File: config.mk
export PLATFORM = sky130hd
export DESIGN_NAME = dfc_func_config
export DESIGN_NICKNAME = d
export VERILOG_FILES = /design/src/rtl/dfc_pkg.sv /design/src/rtl/dfc_step_timer.sv /design/src/rtl/dfc_sine_rom.sv /design/src/rtl/dfc_func_config.sv
export SDC_FILE = /design/constraint.sdc
export NUM_CORES = 2
export LEC_CHECK = 0
export ABC_AREA = 1
export ABC_CLOCK_PERIOD_IN_PS = 18040
export BUFFER_PORTS_ARGS = -buffer_cell sky130_fd_sc_hd__buf_4
export CAP_MARGIN = 10
export CELL_PAD_IN_SITES_DETAIL_PLACEMENT = 0
export CELL_PAD_IN_SITES_GLOBAL_PLACEMENT = 1
export CORE_ASPECT_RATIO = 0.7
export CORE_MARGIN = 5
export CORE_UTILIZATION = 50
export CTS_CLUSTER_DIAMETER = 150
export DETAILED_ROUTE_END_ITERATION = 10
export PLACE_DENSITY_LB_ADDON = 0.1
export SLEW_MARGIN = 5
export SYNTH_ARGS = -nofsm -noshare
export SYNTH_HDL_FRONTEND = slang
export SYNTH_SLANG_ARGS = --single-unit
File: constraint.sdc
create_clock -name clk_i -period 18.04 [get_ports clk_i]
set_input_delay 0.902 -clock clk_i [delete_from_list [all_inputs] [get_ports clk_i]]
set_output_delay 0.902 -clock clk_i [all_outputs]
set_load 0.02 [all_outputs]
File: src/rtl/dfc_pkg.sv
package dfc_pkg;

  // Structure of the block.
  localparam int NUM_CH = 4;
  localparam int CODE_W = 12;
  localparam int REG_W  = 16;
  localparam int ADDR_W = 8;
  localparam int CYC_W  = 18;
  localparam int IDX_W  = 6;

  // Register addresses on the serial register port.
  localparam logic [ADDR_W-1:0] CFG_ADDR [NUM_CH] =
    '{8'h06, 8'h0C, 8'h12, 8'h18};
  localparam logic [ADDR_W-1:0] DATA_ADDR [NUM_CH] =
    '{8'h19, 8'h1A, 8'h1B, 8'h1C};
  localparam logic [ADDR_W-1:0] TRIG_ADDR = 8'h20;

  // Reset value of each channel_function_config register.
  localparam logic [REG_W-1:0] CFG_RST = 16'h0000;

  // Field positions in channel_function_config.
  localparam int CLR_SEL_BIT = 15;
  localparam int SYNC_BIT    = 14;
  localparam int BRD_BIT     = 13;
  localparam int PHASE_LSB   = 11;
  localparam int FUNC_LSB    = 8;
  localparam int LOG_BIT     = 7;
  localparam int STEP_LSB    = 4;
  localparam int RATE_LSB    = 0;
  localparam int RISE_LSB    = 4;
  localparam int FALL_LSB    = 1;
  localparam int DATA_LSB    = 4;

  // Field positions in the trigger register.
  localparam int TRIG_LD_BIT  = 7;
  localparam int TRIG_CLR_BIT = 6;

  // Codes loaded by a clear and the first code of a logarithmic slew up from zero.
  localparam logic [CODE_W-1:0] ZERO_CODE    = 12'h000;
  localparam logic [CODE_W-1:0] MID_CODE     = 12'h800;
  localparam logic [CODE_W-1:0] LOG_MIN_CODE = 12'h001;

  // A shift of five is the 0.03125 ratio of a logarithmic step.
  localparam int LOG_SHIFT = 5;

  // Waveform type codes.
  localparam logic [2:0] FN_TRI  = 3'h0;
  localparam logic [2:0] FN_SAW  = 3'h1;
  localparam logic [2:0] FN_ISAW = 3'h2;
  localparam logic [2:0] FN_SINE = 3'h4;

  // Start index in a 64-point cycle for 0, 120, 240 and 90 degrees.
  localparam logic [IDX_W-1:0] PHASE_IDX [4] =
    '{6'h00, 6'h15, 6'h2B, 6'h10};

  // Linear code increment per step.
  localparam logic [5:0] LIN_STEP [8] =
    '{6'h01, 6'h02, 6'h03, 6'h04, 6'h06, 6'h08, 6'h10, 6'h20};

  // Step intervals in microseconds; code zero of the linear set is unused.
  localparam int  CLK_MHZ = 40;
  localparam real LIN_US [16] = '{0.0, 4.0, 8.0, 12.0, 18.0, 27.04,
    40.48, 60.72, 91.12, 136.72, 239.2, 336.72, 418.64, 1282.0,
    2564.0, 5127.92};
  localparam real LOG_US [8] = '{4.0, 12.0, 27.04, 60.72, 136.72,
    418.64, 1282.0, 5127.92};

  // Cycles for an interval, rounded down and never below one.
  function automatic int us_to_cyc(real us);
    int c;
    c = $rtoi(us * CLK_MHZ);
    return (c < 1) ? 1 : c;
  endfunction

  // Channel activity, one-hot.
  typedef enum logic [2:0] {
    MODE_IDLE = 3'b001,
    MODE_SLEW = 3'b010,
    MODE_WAVE = 3'b100
  } dfc_mode_e;

endpackage

File: src/rtl/dfc_step_timer.sv
`timescale 1ns/1ps
module dfc_step_timer
  import dfc_pkg::*;
(
  // Clock and reset.
  input  wire logic             clk_i,
  input  wire logic             sys_rst_i,
  // Control.
  input  wire logic             en_i,
  input  wire logic             restart_i,
  input  wire logic [CYC_W-1:0] period_i,
  // Step event.
  output logic                  tick_o
);

  // Whole state of the timer.
  typedef struct packed {
    logic [CYC_W-1:0] cnt;  // Cycles since the last step.
    logic             tick; // One-cycle step pulse.
  } dfc_tmr_s;

  dfc_tmr_s q;
  dfc_tmr_s d;

  // A new period takes effect at once; a count already past it wraps on the
  // next cycle, so a change never produces a step shorter than the new interval.
  always_comb
  begin
    d      = q;
    d.tick = 1'b0;
    if (!en_i || restart_i)
    begin
      // Held at zero while idle so the first step is a full interval.
      d.cnt = '0;
    end
    else if (q.cnt >= period_i - 18'h00001)
    begin
      d.cnt  = '0;
      d.tick = 1'b1;
    end
    else
    begin
      d.cnt = q.cnt + 18'h00001;
    end
  end

  // State register.
  always_ff @(posedge clk_i)
  begin
    if (sys_rst_i)
      q <= '0;
    else
      q <= d;
  end

  assign tick_o = q.tick;

endmodule

File: src/rtl/dfc_sine_rom.sv
`timescale 1ns/1ps
module dfc_sine_rom
  import dfc_pkg::*;
(
  // Clock and reset.
  input  wire logic             clk_i,
  input  wire logic             sys_rst_i,
  // Lookup.
  input  wire logic [IDX_W-1:0] idx_i,
  output logic      [7:0]       shape_o
);

  // Quarter wave, amplitude 127 about a midpoint of 128.
  localparam logic [6:0] QTAB [16] = '{7'h00, 7'h0C, 7'h19, 7'h25,
    7'h31, 7'h3C, 7'h47, 7'h51, 7'h5A, 7'h62, 7'h6A, 7'h70, 7'h75,
    7'h7A, 7'h7D, 7'h7E};

  // Whole state of the table read port.
  typedef struct packed {
    logic [7:0] shape; // Registered sample.
  } dfc_rom_s;

  dfc_rom_s   q;
  dfc_rom_s   d;
  logic [3:0] k;   // Index into the quarter table.

  // Mirror the quarter wave; the upper half lies below the midpoint.
  always_comb
  begin
    d = q;
    k = idx_i[4] ? ~idx_i[3:0] : idx_i[3:0];
    if (idx_i[5])
      d.shape = 8'h80 - {1'b0, QTAB[k]};
    else
      d.shape = 8'h80 + {1'b0, QTAB[k]};
  end

  // Read register.
  always_ff @(posedge clk_i)
  begin
    if (sys_rst_i)
      q <= '0;
    else
      q <= d;
  end

  assign shape_o = q.shape;

endmodule

File: src/rtl/dfc_func_config.sv
`timescale 1ns/1ps
module dfc_func_config
  import dfc_pkg::*;
#(
  parameter int INTERVAL_DIV = 1
)
(
  // Clock and reset.
  input  wire logic                           clk_i,
  input  wire logic                           sys_rst_i,
  // Serial register port, already deframed.
  input  wire logic                           reg_wr_i,
  input  wire logic                           reg_rd_i,
  input  wire logic [ADDR_W-1:0]              reg_addr_i,
  input  wire logic [REG_W-1:0]               reg_wdata_i,
  output logic      [REG_W-1:0]               reg_rdata_o,
  output logic                                reg_rvalid_o,
  // Broadcast data write.
  input  wire logic                           brd_wr_i,
  input  wire logic [CODE_W-1:0]              brd_data_i,
  // Pins, active low events on the falling edge.
  input  wire logic                           load_update_trigger_n_i,
  input  wire logic                           clear_trigger_n_i,
  // Margin codes and the margin level selection per channel.
  input  wire logic [NUM_CH-1:0][CODE_W-1:0]  margin_low_i,
  input  wire logic [NUM_CH-1:0][CODE_W-1:0]  margin_high_i,
  input  wire logic [NUM_CH-1:0]              margin_high_sel_i,
  // Channel outputs.
  output logic      [NUM_CH-1:0][CODE_W-1:0]  dac_code_o,
  output logic      [NUM_CH-1:0]              slew_busy_o
);

  // Whole state of the block.
  typedef struct packed {
    logic      [NUM_CH-1:0][REG_W-1:0]  cfg;       // Config registers.
    logic      [NUM_CH-1:0][CODE_W-1:0] code;      // Output codes.
    logic      [NUM_CH-1:0][CODE_W-1:0] pend;      // Held sync data.
    logic      [NUM_CH-1:0]             pend_v;    // Held data valid.
    logic      [NUM_CH-1:0][CODE_W-1:0] tgt;       // Slew target.
    dfc_mode_e [NUM_CH-1:0]             mode;      // Channel activity.
    logic      [NUM_CH-1:0][IDX_W-1:0]  widx;      // Waveform index.
    logic      [NUM_CH-1:0]             busy;      // Slew in progress.
    logic      [NUM_CH-1:0]             sel_prev;  // Last margin select.
    logic                               ldn_prev;  // Last load pin.
    logic                               clrn_prev; // Last clear pin.
    logic                               trig_ld;   // Software load.
    logic                               trig_clr;  // Software clear.
    logic      [REG_W-1:0]              rdata;     // Read data.
    logic                               rvalid;    // Read strobe.
  } dfc_state_s;

  dfc_state_s q;
  dfc_state_s d;

  // Interval tables in clock cycles, shortened by INTERVAL_DIV.
  logic [CYC_W-1:0] lin_tab [16];
  logic [CYC_W-1:0] log_tab [8];

  // Per-channel helpers computed from the registered state.
  logic [NUM_CH-1:0][CODE_W-1:0] nxt_up;    // Next code slewing up.
  logic [NUM_CH-1:0][CODE_W-1:0] nxt_dn;    // Next code slewing down.
  logic [NUM_CH-1:0][CODE_W-1:0] wave_code; // Waveform sample.
  logic [NUM_CH-1:0]             go_up;     // Current is below target.
  logic [NUM_CH-1:0]             wave_ok;   // Valid waveform set up.
  logic [NUM_CH-1:0]             no_slew;   // Linear rate code zero.
  logic [NUM_CH-1:0]             tick;      // Step interval elapsed.
  logic [NUM_CH-1:0]             restart;   // Start a fresh interval.

  // Table entries are fixed at elaboration from the printed times.
  for (genvar k = 0; k < 16; k++)
  begin : g_lin
    localparam int C = us_to_cyc(LIN_US[k]) / INTERVAL_DIV;
    assign lin_tab[k] = CYC_W'((C < 1) ? 1 : C);
  end

  for (genvar k = 0; k < 8; k++)
  begin : g_log
    localparam int C = us_to_cyc(LOG_US[k]) / INTERVAL_DIV;
    assign log_tab[k] = CYC_W'((C < 1) ? 1 : C);
  end

  // Step arithmetic, interval selection and waveform shaping per channel.
  for (genvar c = 0; c < NUM_CH; c++)
  begin : g_ch
    logic [REG_W-1:0]  cf;      // This channel's config.
    logic [CODE_W-1:0] cur;     // Present output code.
    logic [CODE_W:0]   inc;     // Step size with headroom.
    logic [CODE_W:0]   inc_lg;  // Logarithmic step size.
    logic [CODE_W:0]   sum;     // Code plus step.
    logic [CODE_W:0]   dif;     // Code minus step.
    logic              up_dir;  // Direction for the interval choice.
    logic [2:0]        fn;      // Waveform type.
    logic [CODE_W-1:0] base;    // Lower margin.
    logic [CODE_W-1:0] span;    // Distance between margins.
    logic [7:0]        shape;   // Sample on a 0 to 255 scale.
    logic [7:0]        sine;    // Sine table sample.
    logic [19:0]       prod;    // Span times sample.
    logic [CYC_W-1:0]  period;  // Active interval.

    assign cf      = q.cfg[c];
    assign cur     = q.code[c];
    assign fn      = cf[FUNC_LSB +: 3];
    assign go_up[c] = cur < q.tgt[c];

    assign inc_lg = ((cur >> LOG_SHIFT) == 12'h000) ? 13'h0001
                  : {1'b0, cur >> LOG_SHIFT};
    assign inc = cf[LOG_BIT] ? inc_lg
               : {7'h00, LIN_STEP[cf[STEP_LSB +: 3]]};
    assign sum = {1'b0, cur} + inc;
    assign dif = {1'b0, cur} - inc;

    assign nxt_up[c] = (cf[LOG_BIT] && cur == ZERO_CODE) ? LOG_MIN_CODE
                     : (sum >= {1'b0, q.tgt[c]}) ? q.tgt[c]
                     : sum[CODE_W-1:0];
    assign nxt_dn[c] = (dif[CODE_W] || dif[CODE_W-1:0] <= q.tgt[c])
                     ? q.tgt[c] : dif[CODE_W-1:0];

    assign no_slew[c] = !cf[LOG_BIT] && cf[RATE_LSB +: 4] == 4'h0;

    assign wave_ok[c] = !no_slew[c] && (fn == FN_TRI || fn == FN_SAW ||
                        fn == FN_ISAW || fn == FN_SINE);

    // With logarithmic timing a waveform takes the rise interval in the first half of its cycle and the fall interval in the second.
    assign up_dir = (q.mode[c] == MODE_WAVE) ? ~q.widx[c][IDX_W-1]
                  : go_up[c];

    assign period = !cf[LOG_BIT] ? lin_tab[cf[RATE_LSB +: 4]]
                  : up_dir ? log_tab[cf[RISE_LSB +: 3]]
                  : log_tab[cf[FALL_LSB +: 3]];

    // Margins may be set either way round; the wave spans them both.
    assign base = (margin_low_i[c] < margin_high_i[c]) ? margin_low_i[c]
                : margin_high_i[c];
    assign span = (margin_low_i[c] < margin_high_i[c])
                ? margin_high_i[c] - margin_low_i[c]
                : margin_low_i[c] - margin_high_i[c];

    // Shapes of the four waveforms from the cycle index.
    always_comb
    begin
      unique case (fn)
        FN_TRI:  shape = q.widx[c][5] ? {~q.widx[c][4:0], 3'h0}
                                      : {q.widx[c][4:0], 3'h0};
        FN_SAW:  shape = {q.widx[c], 2'h0};
        FN_ISAW: shape = ~{q.widx[c], 2'h0};
        default: shape = sine;
      endcase
    end

    // Sample never exceeds 255/256 of the span, so the sum cannot wrap.
    assign prod         = span * shape;
    assign wave_code[c] = base + prod[19:8];

    dfc_sine_rom u_sine (
      .clk_i     (clk_i),
      .sys_rst_i (sys_rst_i),
      .idx_i     (q.widx[c]),
      .shape_o   (sine)
    );

    dfc_step_timer u_timer (
      .clk_i     (clk_i),
      .sys_rst_i (sys_rst_i),
      .en_i      (q.mode[c] != MODE_IDLE),
      .restart_i (restart[c]),
      .period_i  (period),
      .tick_o    (tick[c])
    );
  end

  // Register access, triggers and per-channel sequencing.
  always_comb
  begin
    logic              load_all;  // Pin or software load event.
    logic              clear_all; // Pin or software clear event.
    logic              has_val;   // New data for this channel.
    logic [CODE_W-1:0] val;       // The new data.
    logic              wr_cfg;    // Config write to this channel.
    load_all  = 1'b0;
    clear_all = 1'b0;
    has_val   = 1'b0;
    val       = '0;
    wr_cfg    = 1'b0;

    d           = q;
    d.rvalid    = reg_rd_i;
    d.ldn_prev  = load_update_trigger_n_i;
    d.clrn_prev = clear_trigger_n_i;
    d.sel_prev  = margin_high_sel_i;
    restart     = '0;

    // Trigger bits live one cycle: set by a write, acted on, then gone.
    d.trig_ld  = reg_wr_i && reg_addr_i == TRIG_ADDR &&
                 reg_wdata_i[TRIG_LD_BIT];
    d.trig_clr = reg_wr_i && reg_addr_i == TRIG_ADDR &&
                 reg_wdata_i[TRIG_CLR_BIT];

    load_all  = (q.ldn_prev && !load_update_trigger_n_i) || q.trig_ld;
    clear_all = (q.clrn_prev && !clear_trigger_n_i) || q.trig_clr;

    // Unmapped addresses read as zero.
    if (reg_rd_i)
    begin
      d.rdata = '0;
      if (reg_addr_i == TRIG_ADDR)
      begin
        d.rdata[TRIG_LD_BIT]  = q.trig_ld;
        d.rdata[TRIG_CLR_BIT] = q.trig_clr;
      end
    end

    for (int c = 0; c < NUM_CH; c++)
    begin
      wr_cfg = reg_wr_i && reg_addr_i == CFG_ADDR[c];

      // Register read-back of config and of the live output code.
      if (reg_rd_i && reg_addr_i == CFG_ADDR[c])
        d.rdata = q.cfg[c];
      if (reg_rd_i && reg_addr_i == DATA_ADDR[c])
        d.rdata = {q.code[c], 4'h0};

      has_val = (reg_wr_i && reg_addr_i == DATA_ADDR[c]) ||
                (brd_wr_i && q.cfg[c][BRD_BIT]);
      val     = (reg_wr_i && reg_addr_i == DATA_ADDR[c])
              ? reg_wdata_i[DATA_LSB +: CODE_W] : brd_data_i;

      // Channel activity.
      unique case (q.mode[c])
        MODE_IDLE:
        begin
          if (wave_ok[c])
          begin
            d.mode[c]  = MODE_WAVE;
            d.widx[c]  = PHASE_IDX[q.cfg[c][PHASE_LSB +: 2]];
            restart[c] = 1'b1;
          end
        end
        MODE_SLEW:
        begin
          if (wave_ok[c])
          begin
            d.mode[c]  = MODE_WAVE;
            d.widx[c]  = PHASE_IDX[q.cfg[c][PHASE_LSB +: 2]];
            restart[c] = 1'b1;
          end
          else if (q.code[c] == q.tgt[c])
            d.mode[c] = MODE_IDLE;
          else if (tick[c])
          begin
            d.code[c] = go_up[c] ? nxt_up[c] : nxt_dn[c];
            if (d.code[c] == q.tgt[c])
              d.mode[c] = MODE_IDLE;
          end
        end
        MODE_WAVE:
        begin
          if (!wave_ok[c])
            d.mode[c] = MODE_IDLE;
          else
          begin
            d.code[c] = wave_code[c];
            if (tick[c])
              d.widx[c] = q.widx[c] + 6'h01;
          end
        end
        default:
          d.mode[c] = MODE_IDLE;
      endcase

      // A margin select change starts a slew, or jumps straight to target at linear rate code zero, unless a waveform owns the output.
      if (margin_high_sel_i[c] != q.sel_prev[c] && q.mode[c] != MODE_WAVE)
      begin
        d.tgt[c] = margin_high_sel_i[c] ? margin_high_i[c]
                                        : margin_low_i[c];
        if (no_slew[c])
        begin
          d.code[c] = d.tgt[c];
          d.mode[c] = MODE_IDLE;
        end
        else
        begin
          d.mode[c]  = MODE_SLEW;
          restart[c] = 1'b1;
        end
      end

      if (load_all && q.pend_v[c] && q.cfg[c][SYNC_BIT])
      begin
        d.code[c]   = q.pend[c];
        d.pend_v[c] = 1'b0;
      end

      if (has_val && !q.cfg[c][SYNC_BIT])
      begin
        d.code[c] = val;
        if (q.mode[c] == MODE_SLEW)
          d.mode[c] = MODE_IDLE;
      end
      else if (has_val)
      begin
        d.pend[c]   = val;
        d.pend_v[c] = 1'b1;
      end

      // A config write re-arms the waveform so a new phase takes effect.
      if (wr_cfg)
      begin
        d.cfg[c]  = reg_wdata_i;
        d.mode[c] = MODE_IDLE;
      end

      if (clear_all)
      begin
        d.code[c]   = q.cfg[c][CLR_SEL_BIT] ? MID_CODE : ZERO_CODE;
        d.pend[c]   = d.code[c];
        d.pend_v[c] = 1'b0;
        if (q.mode[c] == MODE_SLEW)
          d.mode[c] = MODE_IDLE;
      end

      d.busy[c] = d.mode[c] == MODE_SLEW;
    end
  end

  // State register; pin history starts high so reset is no edge.
  always_ff @(posedge clk_i)
  begin
    if (sys_rst_i)
    begin
      q           <= '0;
      q.cfg       <= {NUM_CH{CFG_RST}};
      q.mode      <= '{default: MODE_IDLE};
      q.ldn_prev  <= 1'b1;
      q.clrn_prev <= 1'b1;
    end
    else
      q <= d;
  end

  // Outputs straight from the state register.
  assign reg_rdata_o  = q.rdata;
  assign reg_rvalid_o = q.rvalid;
  assign dac_code_o   = q.code;
  assign slew_busy_o  = q.busy;

endmodule

==> flow_summary.toml <==
[yosys]
synth.avg_cell_area_um2 = 6.56
synth_area_leaders = "ha_1 15%, dfxtp_1 14%, nand2_1 11%, fa_1 9.5%, inv_1 8.4%"
ys_seq_area_frac = 0.143
ys_types = 73
synthesis.nets = 9277
synth_edf_count = 0
synth_warnings = 0
yosysTopAreaCell = "ha_1"
synth_top_area_frac = 0.154
synthCells = 8214
ys_ff_latch = 385
syn_area_mm2 = 0.0539
synthArstFlopShare = 0
synthFlopType = "dfxtp_1"

[die]
num_rows = 100
die-height_um = 285
initial_core_util = 0.505
die_w_um = 402
ios = 212
coreArea_mm2 = 0.107
die_area_mm2 = 0.114

[sta]
layout_min_cycle_time_ps = 9410
setup_viol = 0
whs_ps = 469
fmax_mhz = 106
final_max_slew_viol_count = 0
worstMarginPinSlew_ps = 1170
slew_headroom = 0.215
fin_tns_setup_ps = 0
rsz0062_at_grt = "no"
fin_skew_ps = 43.0
hold_violations = 0
fin_crit_sh = 0.522

[pwr]
p_leak_nw = 28.7
power-per-cell-area_mw_per_mm2 = 61.7
irDropWorstVdd_v = 0.0000639

[detailed_routing]
routed_wl_um = 199000
wl_met1_um = 92100
wl_met2_um = 79400
drc = 0
ant_nets = 0
routed.top_layer = "met5"
wl_met3_um = 21800
vias = 56000
vias_per_cell = 5.79
drt_iter0_markers = 6279
post_drt_wl_per_cell_um = 20.6
first_pass_iters = 9

[setup_path]
crit_type = "input pin to register"
cp_slowest_stage_delay_ps = 610
worstPathArrival_ps = 9850
cp-end-kind = "register"
cp_slowest_cell = "xnor2_1"
crit_fanout = 36
startpoint_type = "input pin"
required_ps = 18480
crit_top_cell = "nand2_1"
r2r_setup_slack_ps = 9820

[global_routing]
grt_pass1_vias = 50600
grt_max_degree = 92
grt_overflow = 0
grt_use_total = 0.332
antenna_found_initial = 11
grt_pass1_wl_um = 304000

[clock_network]
cts-root-buf = "clkbuf_16"
cts_tree = "done"
path_clk_slew_ps = 60
cts_buffer_depth = 3
clock-sinks = 385
cts_htree_levels = 2
worstSkewPairLatency_ps = 640
ctsResizeCount = 0
hold_buffers = 0
postCtsSetupBuffers = 0
cts_made_buffers = 45

[hold_path]
hold_path.class = "register to register"

[placed_design]
dpl.cell_count = 9578
placed_area_mm2 = 0.0561
io_buffers = 211
gp_congestion = 0.991
dp_hpwl_um = 160000

[cells_and_area]
area_growth_pct = 7.37
nNetsFinal = 9260
fin_area_mm2 = 0.0578
stdcell_count = 9671
final_util = 0.543
fill_cells = 10900
drive_above_1_share = 0.0552

[flow_run]
maxCapViolations = 0

[outcome]
status = "completed"
-- cell type report --
cell class / instances / area, um^2 / share of cell area
diodes: 12 / 30.0 / 0.000519
inverters: 1232 / 4630 / 0.0800
flip-flops and latches: 385 / 7710 / 0.133
multi-input cells: 6251 / 39900 / 0.690
repair buffers: 282 / 2120 / 0.0366
clock buffers: 53 / 1210 / 0.0209
clock inverters: 28 / 450 / 0.00779
well taps: 1428 / 1790 / 0.0309
-- critical path, delay by kind of cell --
kind,cells,cell delay [ps]
AOI/OAI and AO/OA,7,1170
buffers and inverters,8,900
xor gates and xnor gates,2,760
adders and majority gates,8,3230
and+or+nand+nor,27,2860
-- power by group --
part,internal [mW],leakage [nW],switching (mW)
Combinational,0.484,24.8,1.10
Clock,0.638,0.812,0.428
Sequential,0.878,3.13,0.0380
-- flip-flops by register name, indices dropped and copies added (netlist names) --
register,flops
g_ch.u_timer.tick_o,4
reg_rdata_o,16
g_ch.cf,64
reg_rvalid_o,1
g_ch.cur,48
q,144
g_ch.u_sine.shape_o,32
slew_busy_o,4
g_ch.u_timer.q,72
-- placed cells by master, fill, tap and decap left out, drive strengths merged, types with 7 or more instances in the layout --
master / n
a31oi: 53
xor2: 191
diode: 12
a22oi: 7
o2111ai: 31
nor3b: 19
bufinv: 11
nand3b: 18
nor2: 878
nor4: 18
o21bai: 25
o311ai: 8
or2: 28
inv: 1216
a21oi: 749
buf: 282
nand4: 82
a221oi: 16
a211oi: 28
o221ai: 27
ha: 664
clkbuf: 53
nand2: 1535
o21a: 20
fa: 256
o21ai: 725
dfxtp: 385
xnor2: 78
o211ai: 165
nand3: 417
o31ai: 15
a21o: 24
clkinv: 31
o22ai: 39
nor3: 88
-- kinds of logic after synthesis --
logic type	Yosys count	synth area share
AO/OA/AOI/OAI	1958	0.206
multiplexers	6	0.00112
buffers and inverters	1578	0.116
adder cells (fa/ha/maj)	920	0.249
AND/OR/NAND/NOR	3098	0.241
flip-flops	385	0.143
XOR/XNOR	269	0.0437
-- Yosys cell counts (all sizes together), types with 7 or more instances --
cell     instances
a22oi            7
a21oi          749
ha             664
clkbuf         224
nand4           82
nor3b           19
o221ai          27
inv           1212
o2111ai         31
o311ai           8
buf            122
fa             256
clkinv          20
o21a            20
o21bai          25
o21ai          725
a21o            24
nor2           878
o211ai         165
a211oi          28
nand3b          18
xor2           191
o31ai           15
xnor2           78
dfxtp          385
nand2         1535
a221oi          16
nor3            88
or2             28
a31oi           53
o22ai           39
nand3          417
nor4            18
-- worst paths after layout --
check,startpoint,to,depth (start not counted)
max,margin_low_i[12],g_ch[1].cur[11],52
min,q[158],q[158],2
max reg2reg,g_ch[3].cf[8],g_ch[3].cur[11],40
min reg2reg,q[158],q[158],2
-- routing by layer --
metal  up-vias  GRT usage
li1      27000          -
met1     26000      0.502
met2      2680      0.470
met3       293     0.0736
met4         2     0.0936
met5         -          0
-- metrics by stage --
step / power (mW) / setup WS, ps
2_1_floorplan: 1.99 / 9860
3_3_place_gp: 2.45 / 8410
3_5_place_dp: 2.46 / 8180
4_1_cts: 3.53 / 8780
5_1_grt: 3.77 / 7980
6_report: 3.57 / 8630
Note: power is estimated with default switching activity, not from simulation.
